**src/sar_adc_pkg.sv**
```systemverilog
// Shared constants for the successive approximation converter control
package sar_adc_pkg;
   localparam int          RESULT_WIDTH    = 8;
   localparam int          CLK_PERIOD_NS   = 20;
   localparam int          CONV_MAX_US     = 60;
   localparam int          CONV_MAX_CYC    = (CONV_MAX_US * 1000) / CLK_PERIOD_NS;
   localparam int          SAR_PERIOD_CYC  = 100;
   localparam int          HALF_PERIOD_CYC = SAR_PERIOD_CYC / 2;
   localparam logic [7:0]  RESULT_RST      = 8'h00;
   localparam logic [7:0]  CODE_ZERO       = 8'h00;
   localparam logic [7:0]  CODE_FULL       = 8'hFF;
   localparam int          CODE_COUNT      = 256;

   typedef enum logic [3:0] {
      ST_IDLE   = 4'b0001,
      ST_ARMED  = 4'b0010,
      ST_SAMPLE = 4'b0100,
      ST_CONV   = 4'b1000
   } seq_state_t;
endpackage

```
**src/sar_adc_host_interface.sv**
```systemverilog
// Host bus and conversion sequencer of an 8-bit SAR converter
//
// Behaviour
// - Selected write strobe falling edge clears done flag high, arms a cycle except in the sampling half period, where the sequencer ignores it.
// - Conversion begins on the next rising edge of the write strobe after arming; chip select is not checked at that edge.
// - After at most 60 us, result latched and done flag driven low on the same clock edge.
// - Done flag stays low while a completed result remains unread, unless a selected write strobe falls.
// - Selected read drives latched byte onto bus and returns flag high.
// - Input span maps onto 256 codes, one step is reference over 256.
// - Positive input sampled first, negative half an internal period later.
// - Comparator decision taken at end of each internal clock period.
// - Positive input equal to negative input gives the all-zero code.
// - Full scale saturates at the all-ones code.
// - Negative input at or above positive input yields the all-zero code.
// - Bus released after read strobe rises; driven only in selected reads.
`timescale 1ns/1ps
`default_nettype none

module sar_adc_host_interface #(
   parameter int WIDTH   = sar_adc_pkg::RESULT_WIDTH,
   parameter int PERIOD  = sar_adc_pkg::SAR_PERIOD_CYC
) (
   input  wire logic             ref_clk,
   input  wire logic             rst,
   input  wire logic             chip_select_n,
   input  wire logic             write_strobe_n,
   input  wire logic             read_strobe_n,
   input  wire logic [WIDTH-1:0] positive_analog_input,
   input  wire logic [WIDTH-1:0] negative_analog_input,
   input  wire logic [WIDTH-1:0] reference_input,
   output logic      [WIDTH-1:0] result_bus,
   output logic                  result_bus_oe_n,
   output logic                  conversion_done_flag_n,
   output logic                  converting
);
   localparam int HALF = PERIOD / 2;

   sar_adc_pkg::seq_state_t state_r;
   logic             wr_n_d_r;
   logic             rd_sel_d_r;
   logic [15:0]      tick_r;
   logic [3:0]       bit_idx_r;
   logic [WIDTH-1:0] sar_r;
   logic [WIDTH-1:0] pos_s_r;
   logic [WIDTH-1:0] neg_s_r;
   logic [WIDTH-1:0] result_r;
   logic             done_n_r;

   wire wr_sel  = ~chip_select_n;
   wire wr_fall = wr_sel & ~write_strobe_n & wr_n_d_r;
   wire wr_rise = write_strobe_n & ~wr_n_d_r;
   wire rd_sel  = ~chip_select_n & ~read_strobe_n;
   wire period_end = (tick_r == 16'(PERIOD - 1));

   // span over 256 codes
   // Comparator model: trial code scaled by reference against differential
   function automatic logic trial_ok(input logic [WIDTH-1:0] trial,
                                     input logic [WIDTH-1:0] pos,
                                     input logic [WIDTH-1:0] neg,
                                     input logic [WIDTH-1:0] vref);
      logic [2*WIDTH+1:0] lhs;
      logic [2*WIDTH+1:0] rhs;
      lhs = '0;
      rhs = '0;
      // Negative at or above positive never passes any trial
      if (pos <= neg) begin
         trial_ok = 1'b0;
      end else begin
         lhs = (2*WIDTH+2)'(pos - neg) * (2*WIDTH+2)'(1 << WIDTH);
         rhs = (2*WIDTH+2)'(trial) * (2*WIDTH+2)'(vref);
         trial_ok = (lhs >= rhs);
      end
   endfunction

   always_ff @(posedge ref_clk) begin
      if (rst) begin
         wr_n_d_r   <= 1'b1;
         rd_sel_d_r <= 1'b0;
      end else begin
         wr_n_d_r   <= write_strobe_n;
         rd_sel_d_r <= rd_sel;
      end
   end

   // Sequencer
   always_ff @(posedge ref_clk) begin
      if (rst) begin
         state_r   <= sar_adc_pkg::ST_IDLE;
         tick_r    <= '0;
         bit_idx_r <= '0;
         sar_r     <= '0;
         pos_s_r   <= '0;
         neg_s_r   <= '0;
      end else begin
         case (state_r)
            sar_adc_pkg::ST_IDLE, sar_adc_pkg::ST_CONV: begin
               if (wr_fall) begin
                  state_r <= sar_adc_pkg::ST_ARMED;
               end else if (state_r == sar_adc_pkg::ST_CONV) begin
                  tick_r <= period_end ? '0 : tick_r + 16'd1;
                  if (period_end) begin
                     if (!trial_ok(sar_r, pos_s_r, neg_s_r, reference_input))
                        sar_r[bit_idx_r[2:0]] <= 1'b0;
                     if (bit_idx_r != 4'd0) begin
                        sar_r[bit_idx_r[2:0] - 3'd1] <= 1'b1;
                        bit_idx_r <= bit_idx_r - 4'd1;
                     end else begin
                        state_r <= sar_adc_pkg::ST_IDLE;
                     end
                  end
               end
            end
            sar_adc_pkg::ST_ARMED: begin
               if (wr_rise) begin
                  state_r <= sar_adc_pkg::ST_SAMPLE;
                  tick_r  <= '0;
                  pos_s_r <= positive_analog_input;
               end
            end
            sar_adc_pkg::ST_SAMPLE: begin
               tick_r <= tick_r + 16'd1;
               if (tick_r == 16'(HALF - 1)) begin
                  neg_s_r   <= negative_analog_input;
                  state_r   <= sar_adc_pkg::ST_CONV;
                  tick_r    <= '0;
                  bit_idx_r <= 4'(WIDTH - 1);
                  sar_r     <= WIDTH'(1) << (WIDTH - 1);
               end
            end
            default: state_r <= sar_adc_pkg::ST_IDLE;
         endcase
      end
   end

   wire conv_last = (state_r == sar_adc_pkg::ST_CONV) && period_end &&
                    (bit_idx_r == 4'd0) && !wr_fall;
   wire last_ok = trial_ok(sar_r, pos_s_r, neg_s_r, reference_input);

   always_ff @(posedge ref_clk) begin
      if (rst)
         result_r <= sarc_rst();
      else if (conv_last)
         result_r <= last_ok ? sar_r : {sar_r[WIDTH-1:1], 1'b0};
   end

   function automatic logic [WIDTH-1:0] sarc_rst();
      sarc_rst = WIDTH'(sar_adc_pkg::RESULT_RST);
   endfunction

   // flag low on the same edge as the latch, held until read or write fall
   always_ff @(posedge ref_clk) begin
      if (rst)
         done_n_r <= 1'b1;
      else if (conv_last)
         done_n_r <= 1'b0;
      // clear on write fall or read
      else if (wr_fall || rd_sel)
         done_n_r <= 1'b1;
   end

   // bus drive only in selected read
   always_ff @(posedge ref_clk) begin
      if (rst)
         result_bus <= '0;
      else if (rd_sel)
         result_bus <= result_r;
   end

   assign result_bus_oe_n        = ~(rd_sel && rd_sel_d_r);
   assign conversion_done_flag_n = done_n_r;
   assign converting = (state_r == sar_adc_pkg::ST_SAMPLE) ||
                       (state_r == sar_adc_pkg::ST_CONV);
endmodule

`default_nettype wire

```
**config.mk**
```make
export PLATFORM = sky130hd
export DESIGN_NAME = sar_adc_host_interface
export DESIGN_NICKNAME = d
export VERILOG_FILES = /design/src/sar_adc_pkg.sv /design/src/sar_adc_host_interface.sv
export SDC_FILE = /design/constraint.sdc
export NUM_CORES = 1
export LEC_CHECK = 0
export BUFFER_PORTS_ARGS = -buffer_cell sky130_fd_sc_hd__buf_2
export CAP_MARGIN = 20
export CORE_MARGIN = 10
export CORE_UTILIZATION = 30
export CTS_CLUSTER_SIZE = 8
export DETAILED_ROUTE_END_ITERATION = 12
export GPL_TIMING_DRIVEN = 1
export SLEW_MARGIN = 5
export SYNTH_ARGS = -nofsm -noshare
export SYNTH_HDL_FRONTEND = slang
export SYNTH_SLANG_ARGS = --single-unit
```
**constraint.sdc**
```tcl
create_clock -name ref_clk -period 8.2 [get_ports ref_clk]
set_input_delay 1.64 -clock ref_clk [delete_from_list [all_inputs] [get_ports ref_clk]]
set_output_delay 1.64 -clock ref_clk [all_outputs]
set_load 0.05 [all_outputs]
```
==> metrics.txt, run 1 <==
status completed; Static Leakage 0.002841 uW; post-synth top area share a little under a quarter; CP Cell Sequence buf_2 -> nand2_1 -> fa_1 -> fa_1 -> inv_1 -> fa_1 -> inv_1 -> fa_1 -> inv_1 -> ha_1 -> or3_1 -> o221a_1 -> or4_1 -> a31o_1 -> a21oi_1 -> xor2_1 -> ha_1 -> nand4b_1 -> a2111oi_1 -> nand4_1 -> a221oi_2 -> nor3b_1 -> a2111oi_0; path type of the worst setup path primary input to register; vias in the first global route 4321; Tmin final approximately 7500 ps; syn avg cell area about 8.7 um^2; CP top delay family adder cells; commonest cells after routing, fill and taps aside nor2_1, inv_1, dfxtp_1; Pwr Total around 770 uW; sequential area share after synthesis roughly a quarter; most frequent CP cell fa_1; Port Buffers 39; Req. time, crit path around 8400 ps; Worst Path Max Fanout 8; clock share of power a little under 50%; average via count per standard cell approximately 4.8; Nets approximately 800; fraction of registers with async set/reset 0%; Critical Path End Type register; wire length per cell 13.74 um; Slew HR a little over a third; Ports 40; total grt overflow 0; Die X around 160 um; initial core utilization 30.85%; FMAX 0.1330 GHz; clk_lat worst skew about 330 ps; ANT nets after route 0; Mapped Cells around 650; max-slew violations 0; Post-synth EDFFs 0; peak supply drop roughly 0.11 mV; Syn-to-layout area delta 13.25%; #FFs+latches synth 67; routability cong. 0.8580; Worst Clk Skew between 6 and 7 ps; Syn Nets between 700 and 800; share of cells above drive strength 1 between 10% and 20%; core area ~18000 um^2; WP buf/inv 4; initial antenna violation count 0; CP max stage cell fa_1; Post-CTS Setup Bufs 0; Post-Syn Area ~5600 um^2; Final Hold Fails 0; Setup crit start kind primary input; antenna fix cells 0; DRC 0; HP Class register to register; Fillers about 1900; clock sink count 67; H-tree depth 3; DR vias about 4400; height of the die between 150 and 200 um; Hold Buf Count CTS 0; max-cap violation count 0; cts repair resizes 0; Initial DRC Count 153; setup TNS 0 ps; GRT Util Overall between 10% and 20%; die area between 20000 and 25000 um^2; biggest area consumer among synthesized cells dfxtp_1; largest net degree at the start of global routing 53; final setup violation count 0; worst slew pin tran between 900 and 1000 ps; most common cell after layout, fill and taps aside nor2_1; Num CTS Buffers 9; CP arrival roughly 7700 ps; DP HPWL approximately 10000 um; Synth warnings 0; sw power between 150 and 200 uW; switching portion of total power between 20% and 30%; final WL roughly 13000 um; slowest stage delay, CP ~550 ps; DRT Pass-1 Iters 4; CTS tree done; Gate power share about 7.5%; first-pass GRT wire length 21670 um; fin crit share between 90% and 100%; clk buf depth 2; Root Buffer clkbuf_16; Synth area leaders dfxtp_1, fa_1, ha_1; Power Dens Cells about 120 nW/um^2; Cell Int Power 586.4 uW; ys flop type dfxtp_1; row count between 40 and 50; Synth cell types 63; RSZ-0062 raised after global routing false; Worst-path clk slew 50 ps; Seq pwr share ~43%
synthesized netlist by cell type, types with 3 or more instances:
master	number
nor2_1	73
inv_1	71
dfxtp_1	67
and2_1	55
ha_1	55
nand2_1	47
fa_1	37
a21oi_1	24
mux2i_1	24
xnor2_1	22
nor3_1	16
nand3_1	14
xor2_1	12
clkbuf_1	9
o21a_1	9
o21ai_0	8
nand4_1	7
nor2b_1	7
a21o_1	5
a31oi_1	5
and3_1	5
nand2b_1	5
a2111oi_0	4
a211oi_1	4
buf_2	3
nand4_2	3
nor3b_1	3
or2_2	3
or3_1	3
final cells by class:
class                   count  area, um^2  area share [%]
multi-input cells         493        3946           62.04
flip-flops and latches     67        1341           21.09
well taps                 229       286.5           4.504
inverters                  73       274.0           4.308
clock buffers              10       229.0           3.600
repair buffers             42       217.7           3.423
clock inverters             6       66.31           1.042
cells by family (layout without fill, tap and decap cells):
family | count (synthesis) | count (layout) | synth area share, %
AO/OA/AOI/OAI | 85 | 85 | 10.78
XOR/XNOR | 34 | 34 | 5.302
adder cells (fa/ha/maj) | 92 | 92 | 25.44
buffers and inverters | 87 | 131 | 5.881
flip-flops | 67 | 67 | 23.88
multiplexers | 24 | 24 | 4.277
AND/OR/NAND/NOR | 258 | 258 | 24.44
worst min-delay path, stage by stage, from the launching register on:
cell	delay (ps)
dfxtp_1	310
nand2_1	50
a21oi_1	60
state kept, by name, indices dropped and copies added, names as in the netlist:
register and cells:
conversion_done_flag_n 1, state_r 4, tick_r 16, result_r 8, rd_sel_d_r 1, bit_idx_r 4, neg_s_r 8, wr_n_d_r 1
result_bus 8, sar_r 8, pos_s_r 8
path summary, 6_finish.rpt:
path / slack, ps / startpoint / to / depth (start not counted)
max: 680 / reference_input[7] / sar_r[5]$_SDFFE_PP0P_ / 23
min: 460 / result_bus[7]$_SDFFE_PP0P_ / result_bus[7]$_SDFFE_PP0P_ / 2
max reg2reg: 1460 / sar_r[0]$_SDFFE_PP0P_ / sar_r[5]$_SDFFE_PP0P_ / 22
min reg2reg: 460 / result_bus[7]$_SDFFE_PP0P_ / result_bus[7]$_SDFFE_PP0P_ / 2
through the flow:
stage | utilization [%] | setup slack, ps | hold slack, ps | instances | cell area, um^2
after floorplan | - | 870.5 | 430.5 | 647 | 5617
after global placement | 33.31 | 542.6 | 447.0 | 904 | 6065
after detailed placement | 33.31 | 335.8 | 444.7 | 904 | 6065
after CTS | 34.93 | 648.2 | 459.1 | 920 | 6360
after global routing | 34.93 | 87.40 | 478.0 | 920 | 6361
final | 34.93 | 678.9 | 462.6 | 920 | 6361
per-layer routing:
layer	global-route usage [%]	wire length, um
met4	4.225	188
met5	0	0
met1	15.57	6487
met2	15.27	5311
met3	1.891	652
power by group through the flow:
stage	clock network [uW]	logic (uW)	registers (uW)
finish	380	57.9	336
global route	401	65.7	336
CTS	390	57.9	336
detailed placement	0	57.6	343
global placement	0	57.6	343
floorplan	0	39.9	340
Power figures use the tool's default switching activity.
==> run 2, diff against run 1 <==
--- a/config.mk
+++ b/config.mk
@@ -7,7 +7,6 @@
 export LEC_CHECK = 0
 export BUFFER_PORTS_ARGS = -buffer_cell sky130_fd_sc_hd__buf_2
 export CAP_MARGIN = 20
-export CORE_MARGIN = 10
 export CORE_UTILIZATION = 30
 export CTS_CLUSTER_SIZE = 8
 export DETAILED_ROUTE_END_ITERATION = 12
==> constraint.sdc (replaced) <==
create_clock -name ref_clk -period 8.2 [get_ports ref_clk]
set_input_delay 1.23 -clock ref_clk [delete_from_list [all_inputs] [get_ports ref_clk]]
set_output_delay 1.23 -clock ref_clk [all_outputs]
set_load 0.05 [all_outputs]
==> run 2 against run 1 <==
  * The run now ends with DRC left
  * Non-clock buffer count fell by 2
  * Clock power grew 16%
  * Power grew 7.5%
  * Routed wire length fell by 2.8%
  * Largest power group unchanged
  * Final cell count fell by 0.22%
  * Die area is 22% lower
==> metrics.txt, run 2 (synthesis gave the netlist of run 1 again) <==
status complete, but fails checks (was completed); violations in the final reports DRC; row count 49 (unchanged); Critical Path End Type register (unchanged); max-cap violation count 0 (unchanged); Static Leakage 0.002855 uW (was 0.002841 uW); most common cell after layout, fill and taps aside nor2_1 (unchanged); Gate power share 6.9% (was 7.5%); Syn-to-layout area delta 13.81% (was 13.25%); Port Buffers 39 (unchanged); Root Buffer clkbuf_16 (unchanged); Cell Int Power 648.2 uW (was 586.4 uW); initial core utilization 30.95% (was 30.85%); Hold Buf Count CTS 0 (unchanged); initial antenna violation count 0 (unchanged); DRC 4 (was 0); DRT Pass-1 Iters 8 (was 4); final design utilization 35.22% (was 34.93%); RSZ-0062 raised after global routing false (unchanged); core area 18150 um^2 (was 18210 um^2); average via count per standard cell 4.852 (was 4.835); H-tree depth 3 (unchanged); Post-CTS Setup Bufs 0 (unchanged); wire length per cell 13.39 um (was 13.74 um); peak supply drop 0.1015 mV (was 0.1109 mV); ANT nets after route 0 (unchanged); Seq pwr share 40.3% (was 43.4%); antenna fix cells 0 (unchanged); Nets 805 (was 807); max-slew violations 0 (unchanged); Final Hold Fails 0 (unchanged); R2R Setup Slk 1200 ps (was 1460 ps); routability cong. 0.7940 (was 0.8580); HP Class register to register (unchanged); max FFs per register 16 (unchanged); setup TNS 0 ps (unchanged); share of cells above drive strength 1 10.74% (was 11.00%); die area 19270 um^2 (was 24600 um^2); worst slew pin tran 954.9 ps (was 969.3 ps); vias in the first global route 4339 (was 4321); Initial DRC Count 309 (was 153); DP HPWL 9456 um (was 9787 um); height of the die 138.8 um (was 156.8 um); Top reg by flops tick_r (unchanged); largest net degree at the start of global routing 53 (unchanged); Power Dens Cells 130.1 nW/um^2 (was 121.7 nW/um^2); path type of the worst setup path primary input to register (unchanged); GRT Util Overall 13.72% (was 10.73%); sw power 183.8 uW (was 187.6 uW); Slew HR 36.34% (was 35.38%); CP arrival 7570 ps (was 7720 ps); clock sink count 67 (unchanged); switching portion of total power 22.09% (was 24.24%); clk_lat worst skew 330 ps (about the same); Worst-path clk slew 50 ps (about the same); Setup crit start kind primary input (unchanged); clock share of power 52.8% (was 49.1%); Worst Clk Skew 6.079 ps (was 6.008 ps); Req. time, crit path 8410 ps (was 8400 ps); final WL 12290 um (was 12640 um); Die X 138.8 um (was 156.8 um); cts repair resizes 0 (unchanged); final setup violation count 0 (unchanged); fin crit share 89.83% (was 91.72%); Worst Path Max Fanout 8 (unchanged); Tmin final 7366 ps (was 7521 ps); clk buf depth 2 (unchanged); Fillers 1899 (was 1859); DR vias 4454 (was 4448); FMAX 0.1358 GHz (was 0.1330 GHz); Num CTS Buffers 9 (unchanged); total grt overflow 0 (unchanged); CTS tree done (unchanged); commonest cells after routing, fill and taps aside nor2_1, inv_1, dfxtp_1 (unchanged); first-pass GRT wire length 21490 um (was 21670 um); Ports 40 (unchanged)
[run 2: cell count changes in the layout (fill, tap and decap cells not counted)]
cell and delta:
buf_4 -2, bufinv_16 +2, a2111oi_0 +1, a2111oi_1 -1, clkinv_2 -1, clkinvlp_4 -1
[run 2: path summary, 6_finish.rpt]
kind	startpoint	end	cells past startpoint
max reg2reg	sar_r[0]$_SDFFE_PP0P_	sar_r[5]$_SDFFE_PP0P_	22
min reg2reg	result_bus[3]$_SDFFE_PP0P_	result_bus[3]$_SDFFE_PP0P_	2
min	result_bus[3]$_SDFFE_PP0P_	result_bus[3]$_SDFFE_PP0P_	2
max	reference_input[7]	sar_r[5]$_SDFFE_PP0P_	23
[run 2: layout make-up]
class	instances	area, um^2	area share (%)
clock buffers	10	229.0	3.582
flip-flops and latches	67	1341	20.98
clock inverters	6	113.9	1.781
repair buffers	40	202.7	3.171
inverters	73	274.0	4.287
multi-input cells	493	3945	61.71
well taps	229	286.5	4.482
[run 2: power by group through the flow]
stage / logic, uW / clock network, uW / registers [uW]
4_1_cts: 57.8 / 452 / 335
5_1_grt: 64.7 / 467 / 336
3_3_place_gp: 56.8 / 0 / 343
3_5_place_dp: 57.3 / 0 / 342
2_1_floorplan: 39.9 / 0 / 340
6_report: 57.6 / 439 / 335
[run 2: metrics by stage]
step | total power (uW) | hold WS [ps] | cells | instance area (um^2) | setup slack [ps]
2_1_floorplan | 379.4 | 430.5 | 647 | 5617 | 1280
3_3_place_gp | 399.4 | 446.2 | 902 | 6050 | 824.1
3_5_place_dp | 399.7 | 447.1 | 902 | 6050 | 551.4
4_1_cts | 844.9 | 458.2 | 918 | 6392 | 848.7
5_1_grt | 868.1 | 475.6 | 918 | 6392 | 281.5
6_report | 831.9 | 461.5 | 918 | 6392 | 833.8
[run 2: routing by layer]
| layer | vias up | global-route usage (%) | part of all wire (%) |
|---|---|---|---|
| met5 | - | 0 | 0 |
| met4 | 0 | 5.614 | 2.1 |
| met3 | 20 | 1.796 | 3.8 |
| met2 | 84 | 20.31 | 42 |
| met1 | 2096 | 19.97 | 52 |
| li1 | 2254 | - | - |
[run 2: critical path, cell delays in order]
cell and delay, ps:
buf_2 150, nand2_1 90, fa_1 540, fa_1 550, inv_1 60, fa_1 540
inv_1 60, fa_1 520, inv_1 40, ha_1 240, or3_1 380, o221a_1 240
or4_1 440, a31o_1 220, a21oi_1 170, xor2_1 90, ha_1 300, nand4b_1 90
a2111oi_0 420, nand4_1 220, a221oi_2 450, nor3b_1 150, a2111oi_0 380
